$ cat config.mk
export PLATFORM = sky130hd
export DESIGN_NAME = pfc_top
export DESIGN_NICKNAME = d
export VERILOG_FILES = /design/src/pfc_pkg.sv /design/src/pfc_pad.sv /design/src/pfc_top.sv
export SDC_FILE = /design/constraint.sdc
export NUM_CORES = 1
export LEC_CHECK = 0
export ABC_CLOCK_PERIOD_IN_PS = 1600
export BUFFER_PORTS_ARGS = -buffer_cell sky130_fd_sc_hd__buf_4
export CORE_UTILIZATION = 47
export CTS_CLUSTER_SIZE = 8
export DETAILED_ROUTE_END_ITERATION = 6
export PLACE_DENSITY = 0.81
export REMOVE_ABC_BUFFERS = 1
export SETUP_SLACK_MARGIN = 0.5
export SYNTH_ARGS = -nofsm -noshare
export SYNTH_HDL_FRONTEND = slang
export SYNTH_HIERARCHICAL = 1
export SYNTH_SLANG_ARGS = --single-unit
$ cat constraint.sdc
create_clock -name SYS_CLK -period 1.6 [get_ports SYS_CLK]
set_input_delay 0 -clock SYS_CLK [delete_from_list [all_inputs] [get_ports SYS_CLK]]
set_output_delay 0 -clock SYS_CLK [all_outputs]
set_load 0.005 [all_outputs]
$ cat src/pfc_pkg.sv
// pfc_pkg: register map, reset values and state layout of the pad control block
//==============================================================================
// Summary of operation
// - port D pins 2-7 have own direction
// - region selects drive pins active low
// - drive bit decides idle-bus high impedance
// - port D 2-5 reset as pulled-up inputs
// - port D pull-up off when bit cleared
// - port E bits 0,1 gate serial0 pull-ups
// - serial pins usable as directed port pins
// - transmit pins undriven, pulled up in reset
// - receive pins pulled-up inputs, then serial
// - test-port bit switches test pull-ups off
// - test clock pin always pulled down
// - region-select function only after enable bit set; serial pins reset to peripheral
package pfc_pkg;
    //==========================================================================
    // register byte offsets
    localparam logic [7:0] ADR_PD_PULL = 8'h00;
    localparam logic [7:0] ADR_PD_DIR = 8'h04;
    localparam logic [7:0] ADR_PD_DOUT = 8'h08;
    localparam logic [7:0] ADR_PD_PER = 8'h0C;
    localparam logic [7:0] ADR_PE_PULL = 8'h10;
    localparam logic [7:0] ADR_PE_DIR = 8'h14;
    localparam logic [7:0] ADR_PE_DOUT = 8'h18;
    localparam logic [7:0] ADR_PE_PER = 8'h1C;
    localparam logic [7:0] ADR_BUS_CTRL = 8'h20;
    localparam logic [7:0] ADR_PUD_CTRL = 8'h24;
    localparam logic [7:0] ADR_PIN_LEVEL = 8'h28;
    //==========================================================================
    // field positions
    localparam int PD_LSB = 2;
    localparam int PD_MSB = 7;
    localparam int PE_LSB = 0;
    localparam int PE_MSB = 1;
    localparam int BUS_DRV_BIT = 0;
    localparam int PUD_TEST_BIT = 0;
    localparam int NPAD = 8;
    //==========================================================================
    // reset values, one bit per pin in field order
    localparam logic [5:0] PD_PULL_RST = 6'h3F;
    localparam logic [5:0] PD_DIR_RST = 6'h00;
    localparam logic [5:0] PD_DOUT_RST = 6'h00;
    localparam logic [5:0] PD_PER_RST = 6'h30;
    localparam logic [1:0] PE_PULL_RST = 2'h3;
    localparam logic [1:0] PE_DIR_RST = 2'h0;
    localparam logic [1:0] PE_DOUT_RST = 2'h0;
    localparam logic [1:0] PE_PER_RST = 2'h3;
    localparam logic DRV_RST = 1'h0;
    localparam logic PUD_RST = 1'h0;
    //==========================================================================
    // state of the top module
    typedef struct packed {
        logic [5:0] d_pull;
        logic [5:0] d_dir;
        logic [5:0] d_dout;
        logic [5:0] d_per;
        logic [1:0] e_pull;
        logic [1:0] e_dir;
        logic [1:0] e_dout;
        logic [1:0] e_per;
        logic drv;
        logic test_pud;
        logic out_ok;
        logic ack;
        logic [31:0] rdata;
    } pfc_state_t;

    localparam pfc_state_t STATE_RST = '{
        d_pull: PD_PULL_RST,
        d_dir: PD_DIR_RST,
        d_dout: PD_DOUT_RST,
        d_per: PD_PER_RST,
        e_pull: PE_PULL_RST,
        e_dir: PE_DIR_RST,
        e_dout: PE_DOUT_RST,
        e_per: PE_PER_RST,
        drv: DRV_RST,
        test_pud: PUD_RST,
        out_ok: 1'h0,
        ack: 1'h0,
        rdata: 32'h0000_0000
    };
endpackage : pfc_pkg

$ cat src/pfc_pad.sv
// pfc_pad: function and drive selection of one shared pad
`timescale 1ns/10ps
module pfc_pad (
    input wire logic per_sel,
    input wire logic gpio_dir,
    input wire logic gpio_out,
    input wire logic per_oe,
    input wire logic per_out,
    input wire logic out_ok,
    input wire logic pull_en,
    input wire logic pad_i,
    output logic pad_o,
    output logic pad_oe,
    output logic pad_pu,
    output logic in_level
);
    //==========================================================================
    // mux
    // out_ok stays low through reset so no driver turns on before release
    assign pad_oe = out_ok & (per_sel ? per_oe : gpio_dir);
    assign pad_o = per_sel ? per_out : gpio_out;
    assign pad_pu = pull_en;
    assign in_level = pad_i;
endmodule : pfc_pad

$ cat src/pfc_top.sv
// pfc_top: pad function, direction and pull control behind a wishbone slave
//
// Our own choices: the address map and the Wishbone register port.
`timescale 1ns/10ps
module pfc_top (
    input wire logic SYS_CLK,
    input wire logic RESETN,
    input wire logic WB_CYC_I,
    input wire logic WB_STB_I,
    input wire logic WB_WE_I,
    input wire logic [7:0] WB_ADR_I,
    input wire logic [3:0] WB_SEL_I,
    input wire logic [31:0] WB_DAT_I,
    output logic [31:0] WB_DAT_O,
    output logic WB_ACK_O,
    input wire logic [3:0] EMI_REGION_SELECT_N,
    input wire logic EMI_BUS_ACTIVE,
    input wire logic [1:0] SERIAL_TXD,
    output logic [1:0] SERIAL_RXD,
    input wire logic [7:2] PD_I,
    output logic [7:2] PD_O,
    output logic [7:2] PD_OE,
    output logic [7:2] PD_PU,
    input wire logic [1:0] PE_I,
    output logic [1:0] PE_O,
    output logic [1:0] PE_OE,
    output logic [1:0] PE_PU,
    output logic TMS_PU,
    output logic TDI_PU,
    output logic TCK_PD
);
    pfc_pkg::pfc_state_t s;
    pfc_pkg::pfc_state_t next_s;
    logic req;
    logic [7:0] adr_word;
    logic [7:0] in_level;
    logic [7:0] pad_o;
    logic [7:0] pad_oe;
    logic [7:0] pad_pu;
    logic [7:0] per_sel;
    logic [7:0] per_out;
    logic [7:0] per_oe;
    logic cs_oe;

    assign req = WB_CYC_I & WB_STB_I;
    assign adr_word = {WB_ADR_I[7:2], 2'h0};

    //==========================================================================
    // read mux
    function automatic logic [31:0] rd_mux(
        input logic [7:0] a,
        input pfc_pkg::pfc_state_t st,
        input logic [7:0] lvl
    );
        logic [31:0] w;
        w = 32'h0000_0000;
        case (a)
            pfc_pkg::ADR_PD_PULL: begin
                w[pfc_pkg::PD_MSB:pfc_pkg::PD_LSB] = st.d_pull;
            end
            pfc_pkg::ADR_PD_DIR: begin
                w[pfc_pkg::PD_MSB:pfc_pkg::PD_LSB] = st.d_dir;
            end
            pfc_pkg::ADR_PD_DOUT: begin
                w[pfc_pkg::PD_MSB:pfc_pkg::PD_LSB] = st.d_dout;
            end
            pfc_pkg::ADR_PD_PER: begin
                w[pfc_pkg::PD_MSB:pfc_pkg::PD_LSB] = st.d_per;
            end
            pfc_pkg::ADR_PE_PULL: begin
                w[pfc_pkg::PE_MSB:pfc_pkg::PE_LSB] = st.e_pull;
            end
            pfc_pkg::ADR_PE_DIR: begin
                w[pfc_pkg::PE_MSB:pfc_pkg::PE_LSB] = st.e_dir;
            end
            pfc_pkg::ADR_PE_DOUT: begin
                w[pfc_pkg::PE_MSB:pfc_pkg::PE_LSB] = st.e_dout;
            end
            pfc_pkg::ADR_PE_PER: begin
                w[pfc_pkg::PE_MSB:pfc_pkg::PE_LSB] = st.e_per;
            end
            pfc_pkg::ADR_BUS_CTRL: begin
                w[pfc_pkg::BUS_DRV_BIT] = st.drv;
            end
            pfc_pkg::ADR_PUD_CTRL: begin
                w[pfc_pkg::PUD_TEST_BIT] = st.test_pud;
            end
            pfc_pkg::ADR_PIN_LEVEL: begin
                // pad levels: port D in bits 7:2, port E in bits 1:0
                w[pfc_pkg::PD_MSB:pfc_pkg::PD_LSB] = lvl[5:0];
                w[pfc_pkg::PE_MSB:pfc_pkg::PE_LSB] = lvl[7:6];
            end
            default: begin
                w = 32'h0000_0000;
            end
        endcase
        return w;
    endfunction : rd_mux

    //==========================================================================
    // next state
    always_comb begin
        next_s = s;
        next_s.out_ok = 1'b1;
        next_s.ack = req & ~s.ack;
        if (req & ~s.ack) begin
            next_s.rdata = rd_mux(adr_word, s, in_level);
        end
        // writes land on the edge where the master sees ack, never earlier
        if (req & s.ack & WB_WE_I & WB_SEL_I[0]) begin
            case (adr_word)
                pfc_pkg::ADR_PD_PULL: begin
                    next_s.d_pull = WB_DAT_I[pfc_pkg::PD_MSB:pfc_pkg::PD_LSB];
                end
                pfc_pkg::ADR_PD_DIR: begin
                    next_s.d_dir = WB_DAT_I[pfc_pkg::PD_MSB:pfc_pkg::PD_LSB];
                end
                pfc_pkg::ADR_PD_DOUT: begin
                    next_s.d_dout = WB_DAT_I[pfc_pkg::PD_MSB:pfc_pkg::PD_LSB];
                end
                pfc_pkg::ADR_PD_PER: begin
                    next_s.d_per = WB_DAT_I[pfc_pkg::PD_MSB:pfc_pkg::PD_LSB];
                end
                pfc_pkg::ADR_PE_PULL: begin
                    next_s.e_pull = WB_DAT_I[pfc_pkg::PE_MSB:pfc_pkg::PE_LSB];
                end
                pfc_pkg::ADR_PE_DIR: begin
                    next_s.e_dir = WB_DAT_I[pfc_pkg::PE_MSB:pfc_pkg::PE_LSB];
                end
                pfc_pkg::ADR_PE_DOUT: begin
                    next_s.e_dout = WB_DAT_I[pfc_pkg::PE_MSB:pfc_pkg::PE_LSB];
                end
                pfc_pkg::ADR_PE_PER: begin
                    next_s.e_per = WB_DAT_I[pfc_pkg::PE_MSB:pfc_pkg::PE_LSB];
                end
                pfc_pkg::ADR_BUS_CTRL: begin
                    next_s.drv = WB_DAT_I[pfc_pkg::BUS_DRV_BIT];
                end
                pfc_pkg::ADR_PUD_CTRL: begin
                    next_s.test_pud = WB_DAT_I[pfc_pkg::PUD_TEST_BIT];
                end
                default: begin
                    next_s.ack = 1'b0;
                end
            endcase
        end
    end

    //==========================================================================
    // state register
    always_ff @(posedge SYS_CLK or negedge RESETN) begin
        if (!RESETN) begin
            s <= pfc_pkg::STATE_RST;
        end else begin
            s <= next_s;
        end
    end

    //==========================================================================
    // pad wiring, pads 0-5 are port D 2-7, pads 6-7 are port E 0-1
    // region selects float on an idle bus unless the drive bit is set
    assign cs_oe = s.drv | EMI_BUS_ACTIVE;
    assign per_sel = {s.e_per, s.d_per};
    assign per_out = {1'b1, SERIAL_TXD[0], 1'b1, SERIAL_TXD[1], EMI_REGION_SELECT_N};
    assign per_oe = {1'b0, 1'b1, 1'b0, 1'b1, {4{cs_oe}}};

    genvar k;
    generate
        for (k = 0; k < pfc_pkg::NPAD; k++) begin : g_pad
            pfc_pad u_pad (
                .per_sel(per_sel[k]),
                .gpio_dir(k < 6 ? s.d_dir[k % 6] : s.e_dir[k % 2]),
                .gpio_out(k < 6 ? s.d_dout[k % 6] : s.e_dout[k % 2]),
                .per_oe(per_oe[k]),
                .per_out(per_out[k]),
                .out_ok(s.out_ok),
                .pull_en(k < 6 ? s.d_pull[k % 6] : s.e_pull[k % 2]),
                .pad_i(k < 6 ? PD_I[(k % 6) + 2] : PE_I[k % 2]),
                .pad_o(pad_o[k]),
                .pad_oe(pad_oe[k]),
                .pad_pu(pad_pu[k]),
                .in_level(in_level[k])
            );
        end
    endgenerate

    //==========================================================================
    // outputs
    assign PD_O = pad_o[5:0];
    assign PD_OE = pad_oe[5:0];
    assign PD_PU = pad_pu[5:0];
    assign PE_O = pad_o[7:6];
    assign PE_OE = pad_oe[7:6];
    assign PE_PU = pad_pu[7:6];
    // receive lines idle high while their pad is a port pin
    assign SERIAL_RXD[0] = s.e_per[1] ? in_level[7] : 1'b1;
    assign SERIAL_RXD[1] = s.d_per[5] ? in_level[5] : 1'b1;
    assign TMS_PU = ~s.test_pud;
    assign TDI_PU = ~s.test_pud;
    assign TCK_PD = 1'b1;
    assign WB_DAT_O = s.rdata;
    assign WB_ACK_O = s.ack;
endmodule : pfc_top

==> results of run 1 <==
==> final cells by class <==
type                            instances  area (um2)
Clock buffer                            8        90.1
Fill cell                             441        2030
Inverter                                2        7.51
Multi-Input combinational cell        158        1400
Sequential cell                        44        1120
Tap cell                               72        90.1
Timing Repair Buffer                   96         808
==> through the flow <==
step | setup slack, ps | hold WS, ps | util (%)
6_report | 124 | 22.3 | 63.4
3_5_place_dp | 41.9 | 32.5 | 55.6
2_1_floorplan | 183 | -296 | -
5_1_grt | 70.0 | 37.2 | 63.4
4_1_cts | 144 | 15.3 | 62.6
3_3_place_gp | 33.1 | 21.7 | 55.6
==> metal layers <==
layer | track usage (%) | share of wire (%) | vias to the layer above
met2 | 36.7 | 52 | 84
met5 | 0 | 0 | -
li1 | - | - | 880
met1 | 25.5 | 41 | 929
met3 | 4.59 | 5.5 | 12
met4 | 8.68 | 2.1 | 0
==> cell usage after synthesis <==
cell type  count  area share (%)
buf_4         50              14
mux2_2        35              15
dfrtp_1       32              30
dfstp_2       12              12
nor2_1        11             1.5
nor2b_1       11             2.5
mux2i_1        9             3.3
a21oi_1        8             1.5
mux2_4         8             4.4
nand2_1        8             1.1
a22oi_1        7             1.9
mux4_2         7             5.8
nand3_1        5            0.92
buf_2          4            0.74
o21ai_0        3            0.55
clkbuf_1       2            0.28
conb_1         2            0.28
inv_1          2            0.28
nand2b_1       2            0.46
nor4b_1        2            0.65
a22o_1         1            0.32
a32oi_1        1            0.32
and2_1         1            0.23
nand3b_1       1            0.28
nor3b_2        1            0.46
nor3b_4        1            0.69
nor4_4         1            0.79
o211ai_1       1            0.28
o2bb2ai_1      1            0.32
or2_2          1            0.23
==> state kept, by name, summed over array words and instances, names as in the netlist <==
register / count
WB_ACK_O: 1
s: 27
WB_DAT_O: 8
per_sel: 8
==> cells by family (layout without fill, tap and decap cells) <==
kind of cell / Yosys count / count (layout) / synth area share (%)
flip-flops: 44 / 44 / 41.3
buffers and inverters: 58 / 106 / 15.2
AND/OR/NAND/NOR: 45 / 45 / 9.90
other: 2 / 32 / 0.278
multiplexers: 59 / 59 / 28.2
AO/OA/AOI/OAI: 22 / 22 / 5.23
==> tightest hold or removal path, delay by kind of cell <==
| family | cells | cell delay (ps) |
|---|---|---|
| AO/OA/AOI/OAI | 2 | 200 |
| buffers and inverters | 1 | 80 |
==> worst min path at each step <==
stage	start	endpoint	slack (ps)
after global routing	PD_I[2]	WB_DAT_O[2]	40
after global placement	RESETN	WB_DAT_O[1]	20
after detailed placement	RESETN	WB_ACK_O	30
after CTS	PD_I[5]	WB_DAT_O[5]	20
after floorplan	RESETN	WB_ACK_O	-300
final	PD_I[6]	WB_DAT_O[6]	20
==> power by group <==
part	switching, W	total (W)	leakage (nW)	internal [W]
logic	0.000153	0.000319	1.07	0.000166
clock network	0.000371	0.000723	0.0455	0.000353
registers	0.0000222	0.00117	0.552	0.00115
total	0.000546	0.00221	1.66	0.00167
==> timing repair <==
item                                   CTS  global route
hold buffers                             9             0
setup buffers                            8             2
pin swaps                                5             1
gates resized for setup                 34             5
setup endpoints to repair               59            60
gates cloned                             0             0
endpoints found under the hold margin   66             0
==> flow_summary.toml, run 1 <==
[layout]
num_antenna_cells = 0
drive_above_1_share_pct = 55.8
area_growth_pct = 29.8
nNetsFinal = 371
final_common_cell = "buf_4"
stdcell_count = 380
finalInstanceArea_mm2 = 0.00351
layout_common_cells = "buf_4, mux2_2, conb_1"

[global_routing]
grt_overflow_total = 0
grt_max_degree = 45
grt_pass1_wl_um = 9650
antenna_found_initial = 0
track_usage_pct = 21.2
first_global_vias = 1914

[power]
power_w = 0.00221
leakage_nw = 1.66
irDropWorstVdd_mv = 0.316
p_per_area_mw_per_mm2 = 630

[routing]
via_per_inst = 5.01
remaining_drc_errors = 0
first_pass_iters = 4
vias = 1905
wl_um = 5950
wire_per_inst_um = 15.7
ant_nets = 0
drt_iter0_drc = 143

[worst_hold_path]
worstHoldPathCells = 3
min_path_type = "in -> reg"

[timing]
drv_slew = 0
worstMarginPinSlew_ps = 618
fmax_mhz = 677
hold_viol = 0
grt_setup_unrepaired = "true"
setup_viol = 0
slew_headroom_pct = 58.7
skew_ps = 9.15
min_period_ps = 1480
final.setup.tns_ps = 0
fin_crit_sh_pct = 92.3

[clock_tree]
numCtsBuffers = 5
root_buffer = "clkbuf_8"
cts_tree = "done"
clkLatencyLatePin_ps = 300
cts_sinks = 44
cts_max_level = 2
clk_path_buf_depth = 2
clkSlewWorstSetupHoldPaths_ps = 90

[synthesis]
ys_ff_latch = 44
netlist_area_mm2 = 0.00271
ys_warn_count = 6
synth_cell_types = 30
postSynthAreaPerCell_um2 = 11.8
syn_inst = 230
seq_area_frac_synth_pct = 41.3

[placement]
dp_hpwl_um = 4120
place_area_mm2 = 0.00308
io_buffers = 71
placed_cells = 353
gp_congestion = 0.762

[critical_path]
r2r-start = "WB_ACK_O"
start_kind = "flip-flop"
cp.required_ps = 1820
startpoint = "WB_ACK_O"
critPathKind = "reg -> reg"
cp.arrival_ps = 1700
crit_chain = "nand3_2 > buf_6 > nor3b_4 > nand3_1 > mux2_2"
cp.depth = 5
reg2reg_to = "per_sel[6]"
path_buf_inv = 1
worstRegToRegCells = 5
rrSetupSlack_ps = 120
slowest_delay_ps = 370
crit_fanout = 4
critPathTopFamily = "simple AND/OR/NAND/NOR gates"
crit_path_end_kind = "flip-flop"
slowest_stage = "dfrtp_1"
crit_end = "per_sel[6]"

[die]
dieArea_mm2 = 0.00606
dieHeight_um = 77.9
ios = 126
num_rows = 27
die_x_um = 77.9
coreArea_mm2 = 0.00554
initial_core_util_pct = 48.8

[run_status]
outcome = "finished clean"

[flow_run]
max-cap-violations = 0
(Power assumes the default switching activity.)
==> inputs of run 2 (changes only) <==
SYNTH_HIERARCHICAL = default   (was 1)
==> run 2 against run 1 <==
Against the previous run: via count is 6.4% higher; clock-buffer cell count stayed put; register-to-register slack better by 80 ps; largest cell class unchanged; critical path depth unchanged; non-clock buffer count is 17 higher.
==> flow_summary.toml, run 2 <==
[clock_tree]
clk_path_buf_depth = 2
clkSlewWorstSetupHoldPaths_ps = 90
root_buffer = "clkbuf_8"
cts_sinks = 44
cts_tree = "done"
clkLatencyLatePin_ps = 290
cts_max_level = 2
numCtsBuffers = 5

[timing]
skew_ps = 6.27
slew_headroom_pct = 61.9
grt_setup_unrepaired = "true"
fmax_mhz = 714
worstMarginPinSlew_ps = 572
post-route-worst-setup-slack_ps = 199
drv_slew = 0
setup_viol = 0
final.setup.tns_ps = 0
fin_crit_sh_pct = 87.5
min_period_ps = 1400
hold_viol = 0

[synthesis]
synth_cell_types = 33
postSynthAreaPerCell_um2 = 11.3
synth_commonest_cells = "buf_4, mux2_2, dfrtp_1"
synth-xor-area-share_pct = 0
yosys-mux-area-fraction_pct = 23.4
ys_ff_latch = 44
synth_top_area_share_pct = 29.8
syn_inst = 239
synth_edf_count = 0
synth_simple_gate_area_share_pct = 11.0
seq_area_frac_synth_pct = 41.5
netlist_area_mm2 = 0.00269
post-synth-top-count-cell = "buf_4"
synth_compound_area_share_pct = 6.33
async_reset_ff_share_pct = 100
synthAdderAreaFrac_pct = 0
ys.flop_type = "dfrtp_1"
synth_top_family_by_area = "multiplexers"
synth_top_cell_by_area = "dfrtp_1"
synthTopCellsByArea = "dfrtp_1, mux2_2, buf_4"
ys_warn_count = 0

[die]
dieHeight_um = 77.6
ios = 126
coreArea_mm2 = 0.00551
dieArea_mm2 = 0.00603
die_x_um = 77.6
initial_core_util_pct = 48.8
num_rows = 27

[layout]
regMostFlops = "s"
area_growth_pct = 35.4
drive_above_1_share_pct = 60.1
final_common_cell = "buf_4"
nFillCells = 410
layout_common_cells = "buf_4, mux2_2, dfrtp_1"
nNetsFinal = 384
largest_register_ffs = 27
seqCellArea_mm2 = 0.00112
num_antenna_cells = 0
multiInputGateArea_mm2 = 0.00135

[critical_path]
crit_path_end_kind = "flip-flop"
cp.arrival_ps = 1630
cp.required_ps = 1830
start_kind = "flip-flop"
crit_fanout = 9
critPathKind = "reg -> reg"

[power]
p_per_area_mw_per_mm2 = 629
irDropWorstVdd_mv = 0.400
leakage_nw = 1.85

[placement]
gp_congestion = 0.755
post-place-ws_ps = 64.8
dp_hpwl_um = 3940
io_buffers = 71

[routing]
ant_nets = 0
vias = 2027
topRoutingLayerUsed = "met4"
drt_iter0_drc = 99
wl_met1_um = 2650
wl_met3_um = 389
wire_per_inst_um = 16.5
wl_met2_um = 3370
via_per_inst = 5.16
wl_um = 6480
first_pass_iters = 4
remaining_drc_errors = 0

[global_routing]
grt_max_degree = 45
grt_pass1_wl_um = 10000
track_usage_pct = 21.7
first_global_vias = 2035
antenna_found_initial = 0
grt_overflow_total = 0

[flow_run]
max-cap-violations = 0

[worst_hold_path]
min_path_type = "in -> reg"

[run_status]
outcome = "finished clean"
run 2: final timing paths:
check | startpoint | end | slack [ps] | depth (start not counted)
worst max-delay path | WB_ACK_O | WB_DAT_O[0] | 200 | 5
max in group asynchronous | RESETN | s[67] | 960 | 2
min in group asynchronous | RESETN | s[52] | 240 | 2
worst max register to register | WB_ACK_O | WB_DAT_O[0] | 200 | 5
worst min-delay path | PE_I[1] | WB_DAT_O[1] | 30 | 3
worst min register to register | WB_DAT_O[7] | WB_DAT_O[7] | 520 | 2
run 2: timing repair:
item,4_1_cts,5_1_grt
resized for setup,48,10
pin swaps,19,8
hold endpoints to repair,72,0
gates cloned,0,1
endpoints found under the setup margin,59,59
hold buffers,15,0
setup buffers,16,7
run 2: worst max-delay path, stage by stage, from the launching register on:
cell and delay [ps]:
dfrtp_1 400, buf_4 140, buf_6 110, or2_4 300, o41ai_2 210, o31a_1 180
run 2: power breakdown:
part	internal (W)	switching, W
Sequential	0.00115	0.0000243
Combinational	0.000181	0.000165
Clock	0.000395	0.000377
run 2: logic make-up (layout without fill, tap and decap cells):
logic type,after synthesis,count (layout)
flops,44,44
mux,49,49
simple gates,57,57
buf+inv,66,124
compound gates,21,21
other cells,2,26
run 2: cell type report:
class	count	area share, %
inverter	2	0.344
tap	72	2.47
timing repair buffer	113	26.5
multi-input combinational	153	37.1
timing repair inverter	1	0.137
sequential	44	30.7
clock buffer	8	2.75
run 2: layer usage:
layer / vias to the layer above / track usage [%]
met5: - / 0
met4: 0 / 6.04
met3: 8 / 4.00
met2: 85 / 38.2
met1: 1013 / 27.0
li1: 921 / -
run 2: through the flow:
step / util (%) / instance area, um2 / hold WS (ps) / total power, W / std cells
after floorplan: - / 2320 / -296 / 0.00128 / 199
after global placement: 53.9 / 2970 / 22.0 / 0.00146 / 346
after detailed placement: 53.9 / 2970 / 31.6 / 0.00147 / 346
after CTS: 64.2 / 3540 / 2.39 / 0.00229 / 385
after global routing: 66.1 / 3640 / 46.5 / 0.00239 / 393
final: 66.1 / 3640 / 28.3 / 0.00229 / 393
==> inputs of run 3 (changes only) <==
RECOVER_POWER = 100   (was default)
SLEW_MARGIN = 10   (was default)
==> run 3 against run 2 <==
Against the previous run: hold slack improved by 0.53 ps; combinational power fell by 4%; core utilization fell by 1.8 points; die area did not move; clock-buffer cell count did not move; via count fell by 1.0%; sequential power barely moved; largest power group unchanged.
==> flow_summary.toml, run 3 (synthesis results as in run 2) <==
[run_status]
outcome = "finished clean"

[timing]
hold_viol = 0
grt_setup_unrepaired = "true"
min_period_ps = 1440
slew_headroom_pct = 25.9
fin_crit_sh_pct = 90.0
drv_slew = 0
fmax_mhz = 694
final.setup.tns_ps = 0
skew_ps = 5.13
worstMarginPinSlew_ps = 1110
setup_viol = 0

[critical_path]
critPathKind = "reg -> reg"
crit_fanout = 6
path_buf_inv = 1
crit_chain = "nand3_1 > nor3b_4 > buf_6 > nand2_2 > mux2_2"
cp.arrival_ps = 1610
start_kind = "flip-flop"
slowest_delay_ps = 350
critPathTopFamily = "simple AND/OR/NAND/NOR gates"
slowest_stage = "dfrtp_1"
crit_path_end_kind = "flip-flop"
cp.required_ps = 1770

[routing]
ant_nets = 0
via_per_inst = 5.10
wl_um = 6350
remaining_drc_errors = 0
vias = 2006
drt_iter0_drc = 107
wire_per_inst_um = 16.2
first_pass_iters = 4

[global_routing]
track_usage_pct = 21.7
grt_use_met2_pct = 38.2
grt_use_met3_pct = 4.00
antenna_found_initial = 0
grt_overflow_total = 0
top_usage_layer = "met2"
grt_max_degree = 45
grt_pass1_wl_um = 10000
gr-usage-met1_pct = 27.0
first_global_vias = 2035

[die]
die_x_um = 77.6
dieArea_mm2 = 0.00603
ios = 126
initial_core_util_pct = 48.8
coreArea_mm2 = 0.00551
dieHeight_um = 77.6
num_rows = 27

[layout]
area_growth_pct = 31.7
stdcell_count = 393
drive_above_1_share_pct = 51.4
regMostFlops = "s"
layout_common_cells = "buf_4, mux2_2, dfrtp_1"
nNetsFinal = 384
num_antenna_cells = 0
largest_register_ffs = 27
final_common_cell = "buf_4"

[power]
p_per_area_mw_per_mm2 = 641
irDropWorstVdd_mv = 0.399
leakage_nw = 1.78
swShare_pct = 24.5
clock_power_share_pct = 33.9
power_w = 0.00227
seqPwrFrac_pct = 51.5
comb_power_share_pct = 14.6
p_switching_w = 0.000555
power.internal_w = 0.00171

[clock_tree]
cts_tree = "done"
numCtsBuffers = 5
cts_sinks = 44
clkLatencyLatePin_ps = 290
cts_max_level = 2
root_buffer = "clkbuf_8"
clkSlewWorstSetupHoldPaths_ps = 80
clk_path_buf_depth = 2

[placement]
dp_hpwl_um = 3940
gp_congestion = 0.755
placed_cells = 346
io_buffers = 71

[worst_hold_path]
min_path_type = "in -> reg"

[flow_run]
max-cap-violations = 0
==> run 3: cell count changes in the layout (fill, tap and decap cells not counted), moves of 3 or more <==
cell      delta
clkbuf_1     +6
nand2_1      +3
clkbuf_4    +16
dfstp_1     +12
buf_4       -19
buf_6        -4
dfstp_2     -12
==> run 3: power by group through the flow <==
| stage | clock (W) | combinational (W) | sequential (W) |
|---|---|---|---|
| 6_report | 0.000769 | 0.000331 | 0.00117 |
| 2_1_floorplan | 0 | 0.0000870 | 0.00119 |
| 3_3_place_gp | 0 | 0.000271 | 0.00119 |
| 3_5_place_dp | 0 | 0.000274 | 0.00119 |
| 5_1_grt | 0.000830 | 0.000365 | 0.00117 |
| 4_1_cts | 0.000789 | 0.000334 | 0.00117 |
==> run 3: through the flow <==
stage	hold WS (ps)	area, um2	util (%)	setup WS, ps
2_1_floorplan	-296	2320	-	192
3_3_place_gp	22.0	2970	53.9	78.6
3_5_place_dp	31.6	2970	53.9	64.8
4_1_cts	2.39	3540	64.2	219
5_1_grt	46.6	3540	64.3	66.0
6_report	28.8	3540	64.3	160
==> run 3: path summary, 6_finish.rpt <==
check / from / endpoint / slack, ps / cells after the start
max in group asynchronous: RESETN / s[55] / 460 / 2
worst max-delay path: WB_ACK_O / s[57] / 160 / 5
worst min-delay path: PE_I[1] / WB_DAT_O[1] / 30 / 3
worst max register to register: WB_ACK_O / s[57] / 160 / 5
worst min register to register: WB_DAT_O[7] / WB_DAT_O[7] / 520 / 2
min in group asynchronous: RESETN / s[52] / 440 / 2
==> run 3: final cells by class <==
class                   instances  area, um2
clock buffers                   8        100
fillers                       439       1970
inverters                       2       8.76
multi-input cells             153       1300
flip-flops and latches         44       1120
well taps                      72       90.1
repair buffers                113        925
repair inverters                1       5.00
==> run 3: what timing repair did <==
item                                   4_1_cts  5_1_grt
gates cloned                                 0        1
buffers inserted                            16        7
gates resized for setup                     48       10
pin swaps                                   19        8
hold buffers                                15        0
endpoints found under the hold margin       72        0
setup endpoints to repair                   59       59
==> run 3: routing by layer <==
layer / wire length (um) / vias up / part of all wire, %
met2: 3340 / 88 / 53
met5: 0 / - / 0
met3: 402 / 8 / 6.3
met4: 94 / 0 / 1.5
met1: 2510 / 988 / 40
li1: - / 922 / -
==> run 3: worst register-to-register path, delay by kind of cell (launching register included) <==
kind / cells / cell delay, ps
buffers and inverters: 1 / 150
flip-flops: 1 / 350
multiplexers: 1 / 320
AND/OR/NAND/NOR: 3 / 500
